### src/design/lbie_pkg.sv
// constants, operation codes and widths for the logic and branch executor
// assumes a byte-wide data path and a 16-bit program counter
package lbie_pkg;

	// widths
	localparam int DATA_W = 8;
	localparam int PC_W   = 16;
	localparam int DEST_W = 14;
	localparam int ADDR_W = 8;
	localparam int BIT_W  = 3;
	localparam int PAGE_W = 2;
	localparam int BANK_W = 1;

	// operands at or above this address in bank 0 are system registers
	localparam logic [ADDR_W-1:0] SYSREG_BASE = 8'h80;
	localparam logic [BANK_W-1:0] BANK_ZERO   = 1'h0;

	// reset values
	localparam logic [DATA_W-1:0] ACC_RST  = 8'h00;
	localparam logic [PC_W-1:0]   PC_RST   = 16'h0000;
	localparam logic              FLAG_RST = 1'h0;

	// program counter steps
	localparam logic [PC_W-1:0] PC_STEP      = 16'h0001;
	localparam logic [PC_W-1:0] PC_SKIP_STEP = 16'h0002;

	// extra cycles beyond the first; counter values
	localparam logic [1:0] CYC_NONE = 2'h0;
	localparam logic [1:0] CYC_ONE  = 2'h1;

	localparam logic [DATA_W-1:0] BYTE_ONE  = 8'h01;
	localparam logic [DATA_W-1:0] BYTE_ZERO = 8'h00;

	typedef enum logic [5:0] {
		sub_imm_op,
		and_to_acc,
		and_to_memory,
		and_imm_op,
		or_to_acc,
		or_to_memory,
		or_imm_op,
		xor_to_acc,
		xor_to_memory,
		xor_imm_op,
		nibble_swap_to_acc,
		nibble_swap_to_memory,
		rotate_right_carry_to_acc,
		rotate_right_carry_to_memory,
		rotate_left_carry_to_acc,
		rotate_left_carry_to_memory,
		clear_memory_op,
		bit_clear_op,
		bit_set_op,
		bank_zero_bit_clear_op,
		bank_zero_bit_set_op,
		compare_imm_skip_op,
		compare_skip_op,
		increment_skip_to_acc,
		increment_skip_to_memory,
		decrement_skip_to_acc,
		decrement_skip_to_memory,
		skip_if_bit_zero,
		skip_if_bit_one,
		bank_zero_skip_if_bit_zero,
		bank_zero_skip_if_bit_one,
		jump_op,
		call_op,
		return_op,
		no_op
	} lbie_op_t;

endpackage : lbie_pkg

### src/design/lbie_alu_if.sv
// operand and result bundle between the executor and its datapath
// assumes both ends sit on the same clock
`timescale 1ns/1ns
`default_nettype none
interface lbie_alu_if;
	lbie_pkg::lbie_op_t          op;
	logic [lbie_pkg::DATA_W-1:0] acc;
	logic [lbie_pkg::DATA_W-1:0] opnd;
	logic [lbie_pkg::DATA_W-1:0] imm;
	logic [lbie_pkg::BIT_W-1:0]  bit_idx;
	logic                        carry_in;
	logic [lbie_pkg::DATA_W-1:0] res;
	logic                        carry_out;
	logic                        dc_out;
	logic                        zero_out;
	logic                        upd_c;
	logic                        upd_dc;
	logic                        upd_z;
	logic                        to_acc;
	logic                        to_mem;
	logic                        cond;
	logic                        mem_term;
	logic                        bank0;
	logic                        long_op;

	modport core (
		output op, acc, opnd, imm, bit_idx, carry_in,
		input  res, carry_out, dc_out, zero_out, upd_c, upd_dc, upd_z,
		input  to_acc, to_mem, cond, mem_term, bank0, long_op
	);
	modport alu (
		input  op, acc, opnd, imm, bit_idx, carry_in,
		output res, carry_out, dc_out, zero_out, upd_c, upd_dc, upd_z,
		output to_acc, to_mem, cond, mem_term, bank0, long_op
	);
endinterface : lbie_alu_if
`default_nettype wire

### src/design/lbie_alu.sv
// combinational datapath: result, flags, target and skip condition
// assumes operands are stable for the whole accepting cycle
`timescale 1ns/1ns
`default_nettype none
module lbie_alu (
	// datapath bundle
	lbie_alu_if.alu a
);

	function automatic logic [7:0] lbie_mask(input logic [2:0] idx);
		return 8'h01 << idx;
	endfunction : lbie_mask

	logic [8:0] diff;
	logic [4:0] hdiff;
	logic [7:0] src;
	logic [7:0] mask;
	logic       bit_val;

	always_comb begin
		src = (a.op inside {lbie_pkg::sub_imm_op, lbie_pkg::and_imm_op,
			lbie_pkg::or_imm_op, lbie_pkg::xor_imm_op,
			lbie_pkg::compare_imm_skip_op}) ? a.imm : a.opnd;
		diff    = {1'b0, a.acc} - {1'b0, src};
		hdiff   = {1'b0, a.acc[3:0]} - {1'b0, src[3:0]};
		mask    = lbie_mask(a.bit_idx);
		bit_val = (a.opnd & mask) != lbie_pkg::BYTE_ZERO;
		a.res       = a.acc;
		a.carry_out = a.carry_in;
		a.dc_out    = 1'b0;
		a.upd_c     = 1'b0;
		a.upd_dc    = 1'b0;
		a.upd_z     = 1'b0;
		a.to_acc    = 1'b0;
		a.to_mem    = 1'b0;
		a.cond      = 1'b0;
		a.mem_term  = 1'b0;
		a.bank0     = 1'b0;
		a.long_op   = 1'b0;
		unique case (a.op)
			// no borrow gives carry 1
			lbie_pkg::sub_imm_op: begin
				a.res       = diff[7:0];
				a.carry_out = ~diff[8];
				a.dc_out    = ~hdiff[4];
				{a.upd_c, a.upd_dc, a.upd_z, a.to_acc} = 4'hf;
			end
			lbie_pkg::and_to_acc, lbie_pkg::and_imm_op,
			lbie_pkg::and_to_memory: begin
				a.res      = a.acc & src;
				a.upd_z    = 1'b1;
				a.to_mem   = a.op == lbie_pkg::and_to_memory;
				a.to_acc   = !a.to_mem;
				a.mem_term = a.to_mem;
			end
			lbie_pkg::or_to_acc, lbie_pkg::or_imm_op,
			lbie_pkg::or_to_memory: begin
				a.res      = a.acc | src;
				a.upd_z    = 1'b1;
				a.to_mem   = a.op == lbie_pkg::or_to_memory;
				a.to_acc   = !a.to_mem;
				a.mem_term = a.to_mem;
			end
			lbie_pkg::xor_to_acc, lbie_pkg::xor_imm_op,
			lbie_pkg::xor_to_memory: begin
				a.res      = a.acc ^ src;
				a.upd_z    = 1'b1;
				a.to_mem   = a.op == lbie_pkg::xor_to_memory;
				a.to_acc   = !a.to_mem;
				a.mem_term = a.to_mem;
			end
			lbie_pkg::nibble_swap_to_acc, lbie_pkg::nibble_swap_to_memory: begin
				a.res      = {a.opnd[3:0], a.opnd[7:4]};
				a.to_mem   = a.op == lbie_pkg::nibble_swap_to_memory;
				a.to_acc   = !a.to_mem;
				a.mem_term = a.to_mem;
			end
			lbie_pkg::rotate_right_carry_to_acc,
			lbie_pkg::rotate_right_carry_to_memory: begin
				a.res       = {a.carry_in, a.opnd[7:1]};
				a.carry_out = a.opnd[0];
				a.upd_c     = 1'b1;
				a.to_mem    = a.op == lbie_pkg::rotate_right_carry_to_memory;
				a.to_acc    = !a.to_mem;
				a.mem_term  = a.to_mem;
			end
			lbie_pkg::rotate_left_carry_to_acc,
			lbie_pkg::rotate_left_carry_to_memory: begin
				a.res       = {a.opnd[6:0], a.carry_in};
				a.carry_out = a.opnd[7];
				a.upd_c     = 1'b1;
				a.to_mem    = a.op == lbie_pkg::rotate_left_carry_to_memory;
				a.to_acc    = !a.to_mem;
				a.mem_term  = a.to_mem;
			end
			lbie_pkg::clear_memory_op: begin
				a.res    = lbie_pkg::BYTE_ZERO;
				a.to_mem = 1'b1;
			end
			lbie_pkg::bit_clear_op, lbie_pkg::bank_zero_bit_clear_op: begin
				a.res      = a.opnd & ~mask;
				a.to_mem   = 1'b1;
				a.mem_term = 1'b1;
				a.bank0    = a.op == lbie_pkg::bank_zero_bit_clear_op;
			end
			lbie_pkg::bit_set_op, lbie_pkg::bank_zero_bit_set_op: begin
				a.res      = a.opnd | mask;
				a.to_mem   = 1'b1;
				a.mem_term = 1'b1;
				a.bank0    = a.op == lbie_pkg::bank_zero_bit_set_op;
			end
			lbie_pkg::compare_imm_skip_op, lbie_pkg::compare_skip_op: begin
				a.res       = diff[7:0];
				a.carry_out = ~diff[8];
				a.upd_c     = 1'b1;
				a.upd_z     = 1'b1;
				a.cond      = diff[7:0] == lbie_pkg::BYTE_ZERO;
			end
			lbie_pkg::increment_skip_to_acc,
			lbie_pkg::increment_skip_to_memory: begin
				a.res      = a.opnd + lbie_pkg::BYTE_ONE;
				a.to_mem   = a.op == lbie_pkg::increment_skip_to_memory;
				a.to_acc   = !a.to_mem;
				a.mem_term = a.to_mem;
				a.cond     = a.res == lbie_pkg::BYTE_ZERO;
			end
			lbie_pkg::decrement_skip_to_acc,
			lbie_pkg::decrement_skip_to_memory: begin
				a.res      = a.opnd - lbie_pkg::BYTE_ONE;
				a.to_mem   = a.op == lbie_pkg::decrement_skip_to_memory;
				a.to_acc   = !a.to_mem;
				a.mem_term = a.to_mem;
				a.cond     = a.res == lbie_pkg::BYTE_ZERO;
			end
			lbie_pkg::skip_if_bit_zero, lbie_pkg::bank_zero_skip_if_bit_zero: begin
				a.cond  = !bit_val;
				a.bank0 = a.op == lbie_pkg::bank_zero_skip_if_bit_zero;
			end
			lbie_pkg::skip_if_bit_one, lbie_pkg::bank_zero_skip_if_bit_one: begin
				a.cond  = bit_val;
				a.bank0 = a.op == lbie_pkg::bank_zero_skip_if_bit_one;
			end
			lbie_pkg::jump_op, lbie_pkg::call_op, lbie_pkg::return_op,
			lbie_pkg::no_op: begin
				a.long_op = 1'b1;
			end
			default: begin
				a.res = a.acc;
			end
		endcase
		a.zero_out = a.res == lbie_pkg::BYTE_ZERO;
	end

endmodule : lbie_alu
`default_nettype wire

### src/design/lbie_exec.sv
// executor for logic, rotate, bit, skip and branch operations
// assumes fetch presents a decoded op with its operand byte already read,
// and that data memory takes one write strobe per accepted op
`timescale 1ns/1ns
`default_nettype none
// Contract
// - subtract immediate from accumulator; carry cleared on borrow, set otherwise.
// - and, or, xor to accumulator, to memory, or with immediate.
// - nibble swap loads accumulator, or stores swapped byte back to memory.
// - bit clear and set force one memory bit; bank-zero forms exist.
// - compare updates zero and carry, keeps accumulator, skips when equal.
// - increment or decrement memory into accumulator, skip when result zero.
// - memory forms write back, skip on zero, take one plus N plus S.
// - bit tests skip on selected bit zero or one, flags untouched.
// - jump loads low fourteen bits from op, top two from page bits.
// - call pushes program counter plus one then jumps; return pops; two cycles each.
// - memory term costs nothing for system registers, one cycle for RAM.
// - skip operations take one extra cycle when their condition holds.
module lbie_exec #(
	parameter int STACK_DEPTH = 8
) (
	// clock and reset
	input  wire logic                          ref_clk_i,
	input  wire logic                          rst_i,
	// decoded operation from fetch
	input  wire logic                          instr_valid_i,
	input  wire lbie_pkg::lbie_op_t            instr_op_i,
	input  wire logic [lbie_pkg::ADDR_W-1:0]   instr_addr_i,
	input  wire logic [lbie_pkg::BIT_W-1:0]    instr_bit_i,
	input  wire logic [lbie_pkg::DATA_W-1:0]   instr_imm_i,
	input  wire logic [lbie_pkg::DEST_W-1:0]   instr_dest_i,
	output logic                               ready_o,
	output logic                               skip_o,
	// data memory
	input  wire logic [lbie_pkg::DATA_W-1:0]   mem_rdata_i,
	input  wire logic [lbie_pkg::BANK_W-1:0]   bank_i,
	output logic                               mem_we_o,
	output logic [lbie_pkg::BANK_W+lbie_pkg::ADDR_W-1:0] mem_addr_o,
	output logic [lbie_pkg::DATA_W-1:0]        mem_wdata_o,
	// system state
	input  wire logic [lbie_pkg::PAGE_W-1:0]   rom_page_select_bits_i,
	output logic [lbie_pkg::DATA_W-1:0]        acc_o,
	output logic                               carry_o,
	output logic                               dc_o,
	output logic                               zero_flag_o,
	output logic [lbie_pkg::PC_W-1:0]          pc_o
);

	localparam int SP_W = $clog2(STACK_DEPTH);
	localparam logic [SP_W-1:0] SP_ONE  = SP_W'(1);
	localparam logic [SP_W-1:0] SP_ZERO = '0;

	if (STACK_DEPTH < 2 || STACK_DEPTH > 16 ||
		(STACK_DEPTH & (STACK_DEPTH - 1)) != 0) begin : g_bad_depth
		$error("stack depth must be a power of two from 2 to 16");
	end

	typedef struct packed {
		logic [lbie_pkg::DATA_W-1:0]                  acc;
		logic                                         carry;
		logic                                         dc;
		logic                                         zero;
		logic [lbie_pkg::PC_W-1:0]                    pc;
		logic [SP_W-1:0]                              sp;
		logic [STACK_DEPTH-1:0][lbie_pkg::PC_W-1:0]   stack;
		logic [1:0]                                   wait_cnt;
		logic                                         ready;
		logic                                         skip;
		logic                                         we;
		logic [lbie_pkg::BANK_W+lbie_pkg::ADDR_W-1:0] waddr;
		logic [lbie_pkg::DATA_W-1:0]                  wdata;
	} lbie_state_t;

	lbie_state_t st_reg;
	lbie_state_t st_next;

	logic                        accept;
	logic [lbie_pkg::BANK_W-1:0] eff_bank;
	logic                        is_sys;
	logic                        n_term;
	logic [1:0]                  extra;

	lbie_alu_if alu_bus ();

	lbie_alu u_alu (
		.a (alu_bus)
	);

	assign alu_bus.op       = instr_op_i;
	assign alu_bus.acc      = st_reg.acc;
	assign alu_bus.opnd     = mem_rdata_i;
	assign alu_bus.imm      = instr_imm_i;
	assign alu_bus.bit_idx  = instr_bit_i;
	assign alu_bus.carry_in = st_reg.carry;

	assign accept = instr_valid_i && st_reg.ready;

	// bank-zero forms ignore the current bank
	assign eff_bank = alu_bus.bank0 ? lbie_pkg::BANK_ZERO : bank_i;
	assign is_sys   = eff_bank == lbie_pkg::BANK_ZERO &&
		instr_addr_i >= lbie_pkg::SYSREG_BASE;
	assign n_term   = alu_bus.mem_term && !is_sys;
	// cycles after the first: N plus S, or one for jump, call, return and no_op
	assign extra    = {1'b0, alu_bus.long_op} + {1'b0, n_term} +
		{1'b0, alu_bus.cond};

	always_comb begin
		st_next      = st_reg;
		st_next.skip = 1'b0;
		st_next.we   = 1'b0;
		if (st_reg.wait_cnt != lbie_pkg::CYC_NONE) begin
			st_next.wait_cnt = st_reg.wait_cnt - lbie_pkg::CYC_ONE;
			st_next.ready    = st_reg.wait_cnt == lbie_pkg::CYC_ONE;
		end else if (accept) begin
			st_next.wait_cnt = extra;
			st_next.ready    = extra == lbie_pkg::CYC_NONE;
			if (alu_bus.to_acc) begin
				st_next.acc = alu_bus.res;
			end
			if (alu_bus.upd_c) begin
				st_next.carry = alu_bus.carry_out;
			end
			if (alu_bus.upd_dc) begin
				st_next.dc = alu_bus.dc_out;
			end
			if (alu_bus.upd_z) begin
				st_next.zero = alu_bus.zero_out;
			end
			if (alu_bus.to_mem) begin
				st_next.we    = 1'b1;
				st_next.waddr = {eff_bank, instr_addr_i};
				st_next.wdata = alu_bus.res;
			end
			if (instr_op_i == lbie_pkg::jump_op) begin
				st_next.pc = {rom_page_select_bits_i, instr_dest_i};
			end else if (instr_op_i == lbie_pkg::call_op) begin
				// return address is the op after the call
				st_next.stack[st_reg.sp] = st_reg.pc + lbie_pkg::PC_STEP;
				st_next.sp = st_reg.sp + SP_ONE;
				st_next.pc = {rom_page_select_bits_i, instr_dest_i};
			end else if (instr_op_i == lbie_pkg::return_op) begin
				st_next.sp = st_reg.sp - SP_ONE;
				st_next.pc = st_reg.stack[st_reg.sp - SP_ONE];
			end else if (alu_bus.cond) begin
				st_next.pc   = st_reg.pc + lbie_pkg::PC_SKIP_STEP;
				st_next.skip = 1'b1;
			end else begin
				st_next.pc = st_reg.pc + lbie_pkg::PC_STEP;
			end
		end
	end

	always_ff @(posedge ref_clk_i) begin
		if (rst_i) begin
			st_reg.acc      <= lbie_pkg::ACC_RST;
			st_reg.carry    <= lbie_pkg::FLAG_RST;
			st_reg.dc       <= lbie_pkg::FLAG_RST;
			st_reg.zero     <= lbie_pkg::FLAG_RST;
			st_reg.pc       <= lbie_pkg::PC_RST;
			st_reg.sp       <= SP_ZERO;
			st_reg.stack    <= '0;
			st_reg.wait_cnt <= lbie_pkg::CYC_NONE;
			st_reg.ready    <= 1'b1;
			st_reg.skip     <= 1'b0;
			st_reg.we       <= 1'b0;
			st_reg.waddr    <= '0;
			st_reg.wdata    <= lbie_pkg::BYTE_ZERO;
		end else begin
			st_reg <= st_next;
		end
	end

	assign ready_o     = st_reg.ready;
	assign skip_o      = st_reg.skip;
	assign mem_we_o    = st_reg.we;
	assign mem_addr_o  = st_reg.waddr;
	assign mem_wdata_o = st_reg.wdata;
	assign acc_o       = st_reg.acc;
	assign carry_o     = st_reg.carry;
	assign dc_o        = st_reg.dc;
	assign zero_flag_o = st_reg.zero;
	assign pc_o        = st_reg.pc;
endmodule : lbie_exec
`default_nettype wire

### config.mk
export PLATFORM = sky130hd
export DESIGN_NAME = lbie_exec
export DESIGN_NICKNAME = d
export VERILOG_FILES = /design/src/design/lbie_pkg.sv /design/src/design/lbie_alu_if.sv /design/src/design/lbie_alu.sv /design/src/design/lbie_exec.sv
export SDC_FILE = /design/constraint.sdc
export NUM_CORES = 1
export LEC_CHECK = 0
export BUFFER_PORTS_ARGS = -buffer_cell sky130_fd_sc_hd__buf_2
export CAP_MARGIN = 15
export CORE_ASPECT_RATIO = 0.5
export CORE_MARGIN = 2
export CORE_UTILIZATION = 55
export CTS_CLUSTER_SIZE = 20
export DETAILED_ROUTE_END_ITERATION = 10
export PLACE_DENSITY = 0.83
export SETUP_SLACK_MARGIN = 0.02
export SKIP_LAST_GASP = 1
export SLEW_MARGIN = 20
export SYNTH_ARGS = -nofsm -noshare
export SYNTH_HDL_FRONTEND = slang
export SYNTH_SLANG_ARGS = --single-unit
export TNS_END_PERCENT = 50
### constraint.sdc
create_clock -name ref_clk_i -period 8.5 [get_ports ref_clk_i]
set_input_delay 2.55 -clock ref_clk_i [delete_from_list [all_inputs] [get_ports ref_clk_i]]
set_output_delay 2.55 -clock ref_clk_i [all_outputs]
set_load 0.1 [all_outputs]
==> results.json <==
{
  "status": "completed",
  "clock_path_buffers": 2,
  "area_delta_synth_final_pct": 7.62,
  "period_minus_slack_ns": 7.51,
  "pre_cts_slack_ns": 0.691,
  "async_reset_ff_frac": 0,
  "p_switching_mw": 0.675,
  "dieArea_mm2": 0.0212,
  "yosys.cell_types.count": 87,
  "core_area_mm2": 0.0195,
  "swShare": 0.333,
  "grt_first_pass_wirelength_mm": 51.2,
  "hp-class": "reg -> reg",
  "cp-end-kind": "flop",
  "cp_slowest_cell": "a221oi_1",
  "syn_area_per_cell_um2": 8.51,
  "clkTransAtPathRegs_ns": 0.07,
  "rr_worst_depth": 15,
  "synth-seq-area-share": 0.328,
  "setup_slack_ns": 0.990,
  "r2r_end": "ready_o",
  "grt_pass1_vias": 9409,
  "hold_buffers": 0,
  "synth_top_area_share": 0.328,
  "relSlewSlack": 0.281,
  "power_density_mw_per_mm2": 171,
  "synth_nets": 1380,
  "seq_area_mm2": 0.00360,
  "total_power_mw": 2.03,
  "crit_top_cell": "nand2_1",
  "clock-sinks": 180,
  "dr.first_iter.drc_count": 1334,
  "drc": 0,
  "final_nets": 1372,
  "gr-total-overflow": 0,
  "synth-main-ff-cell": "dfxtp_1",
  "rsz0062_at_grt": "no",
  "finalMaxSlewViolations": 0,
  "syn_area_mm2": 0.0110,
  "busiest_layer": "met2",
  "rrSetupSlack_ns": 4.34,
  "port_buffers": 99,
  "via_per_inst": 6.46,
  "yosys_warnings": 0,
  "die_w_um": 204,
  "clkPwrFrac": 0.385,
  "peakVddDrop_v": 0.000161,
  "clockRootBuffer": "clkbuf_16",
  "multiInputGateArea_mm2": 0.00654,
  "antenna_found_initial": 0,
  "ys_seq_elements": 180,
  "layout-drive-gt1-share": 0.173,
  "rows": 36,
  "start_util": 0.563,
  "synth_common_cells": "nor2_1 (223), dfxtp_1 (180), a211oi_1 (130)",
  "cts_made_buffers": 17,
  "htree_levels": 4,
  "finalHoldViolCount": 0,
  "met2_usage": 0.475,
  "post_cts_buffers": 0,
  "ant_nets": 0,
  "cp.depth": 23,
  "avgRoutedWirePerCell_um": 20.4,
  "num_vias": 10100,
  "cp.arrival_ns": 7.83,
  "insertion_delay_ns": 0.44,
  "hp-start": "mem_addr_o[0]",
  "holdWs_ns": 0.492,
  "hpwl_mm": 21.4,
  "grt_start_max_net_pins": 98,
  "leakagePower_nw": 4.17,
  "timing.fmax_mhz": 133,
  "postSynthCellCount": 1293,
  "dr.pass1.iters": 7,
  "setup_viol": 0,
  "grt_usage": 0.303,
  "fill_cells": 1634,
  "routed_wl_mm": 31.9,
  "largest_register_ffs": 133,
  "io-pin-count": 100,
  "cp.required_ns": 8.82,
  "yosysMostFrequentCell": "nor2_1",
  "cts_tree": "done",
  "setup.worst_path.class": "in -> reg",
  "critPathTopFamily": "compound AO/OA/AOI/OAI gates",
  "critPathMaxStageDelay_ns": 0.50,
  "p_int_mw": 1.35,
  "fin_crit_sh": 0.883,
  "grt_use_met3": 0.0667,
  "path_cells": "buf_2 -> or2_1 -> a2bb2oi_1 -> o22ai_1 -> nand2_1 -> a21oi_1 -> buf_4 -> mux2i_1 -> inv_1 -> ha_1 -> fa_1 -> or2_0 -> a221oi_1 -> nor4_1 -> a211oi_1 -> a2111o_1 -> nand2_1 -> inv_2 -> fa_1 -> nand2_1 -> nand2_1 -> a21oi_1 -> o21bai_1",
  "hold_path_end": "mem_addr_o[0]",
  "p_seq_frac": 0.435,
  "cp_num_buf_inv": 4,
  "cp-start-kind": "primary input",
  "worst_pin_slew_ns": 1.08,
  "p_comb_frac": 0.180,
  "hold_depth": 2,
  "maxCapViolCount": 0,
  "gp_congestion": 0.978,
  "synth_edf_count": 0,
  "cp_max_fo": 38,
  "use_met1": 0.413,
  "synth_area_leaders": "dfxtp_1 (33%), a211oi_1 (8.9%), nor2_1 (7.6%), mux4_2 (7.0%), mux2i_1 (4.2%)",
  "diodes": 0,
  "r2r-start": "acc_o[0]",
  "final.setup.tns_ns": 0,
  "postCtsResizedCells": 0,
  "final.setup_skew_ns": 0.0141,
  "synth_area_leader_cell": "dfxtp_1",
  "die-height_um": 104
}
worst register-to-register path: stages (launching register included):
cell and delay [ns]:
dfxtp_1 0.41, inv_1 0.12, ha_1 0.25, fa_1 0.43, or2_0 0.24, a221oi_1 0.50, nor4_1 0.10, a211oi_1 0.49
a2111o_1 0.32, nand2_1 0.19, inv_2 0.18, fa_1 0.43, nand2_1 0.08, nand2_1 0.05, a21oi_1 0.16, o21bai_1 0.09
layout make-up:
type | instances | share of cell area
Tap cell | 266 | 0.0281
Inverter | 38 | 0.0121
Timing Repair Buffer | 118 | 0.0541
Sequential cell | 180 | 0.305
Clock inverter | 13 | 0.0116
Multi-Input combinational cell | 930 | 0.552
Clock buffer | 19 | 0.0374
power groups by stage:
stage,clock network (mW),logic (mW),registers [mW]
global route,0.818,0.388,0.882
floorplan,0,0.288,0.894
CTS,0.783,0.357,0.879
finish,0.781,0.365,0.881
global placement,0,0.349,0.899
detailed placement,0,0.355,0.899
logic make-up (layout without fill, tap and decap cells):
family / after synthesis / in the layout / synth area share
mux: 87 / 87 / 0.119
flops: 180 / 180 / 0.328
fa+ha+maj: 34 / 34 / 0.0400
buf+inv: 183 / 188 / 0.0815
xor+xnor: 34 / 34 / 0.0271
simple gates: 441 / 441 / 0.185
compound gates: 334 / 334 / 0.220
how the worst max path moves through the flow:
stage / from / to
2_1_floorplan: instr_op_i[1] / ready_o
3_5_place_dp: instr_op_i[1] / ready_o
6_report: instr_op_i[1] / ready_o
3_3_place_gp: instr_op_i[1] / ready_o
4_1_cts: instr_op_i[1] / ready_o
5_1_grt: instr_op_i[1] / ready_o
stage by stage:
step	util	instance area (um^2)	std cells
after floorplan	-	11000	1293
after global placement	0.575	11200	1531
after detailed placement	0.575	11200	1531
after CTS	0.605	11800	1563
after global routing	0.605	11800	1564
final	0.605	11800	1564
per-layer routing:
metal / wire, um / vias to the layer above / share of wire
met5: 0 / - / 0
met2: 14700 / 554 / 0.46
met4: 748 / 0 / 0.023
li1: - / 4646 / -
met1: 13500 / 4836 / 0.42
met3: 2980 / 75 / 0.093
layout by cell type, fill, tap and decap left out, types with 5 or more instances in the layout:
cell       count
o31ai_1        8
and3_1        10
xor2_1        19
inv_8          6
o211ai_1       9
mux4_2        34
nand2_1       75
a221o_1        6
a21oi_1       47
o21ai_0       42
nand4_1        6
nor2_1       217
o21a_1         5
xnor2_1       15
dfxtp_1      179
or3_1         16
a31oi_1       11
mux2_2         6
buf_2         98
mux2i_1       46
nor3_1        17
nand2b_1      10
nor2_2         6
nand3_1       26
inv_1         37
clkbuf_16     17
or2_2          6
ha_1          32
buf_4         19
o22ai_1        9
a211oi_1     130
nor2b_1       11
nor3b_1        6
and2_1         5
No activity file was read; power rests on OpenSTA's default activity.
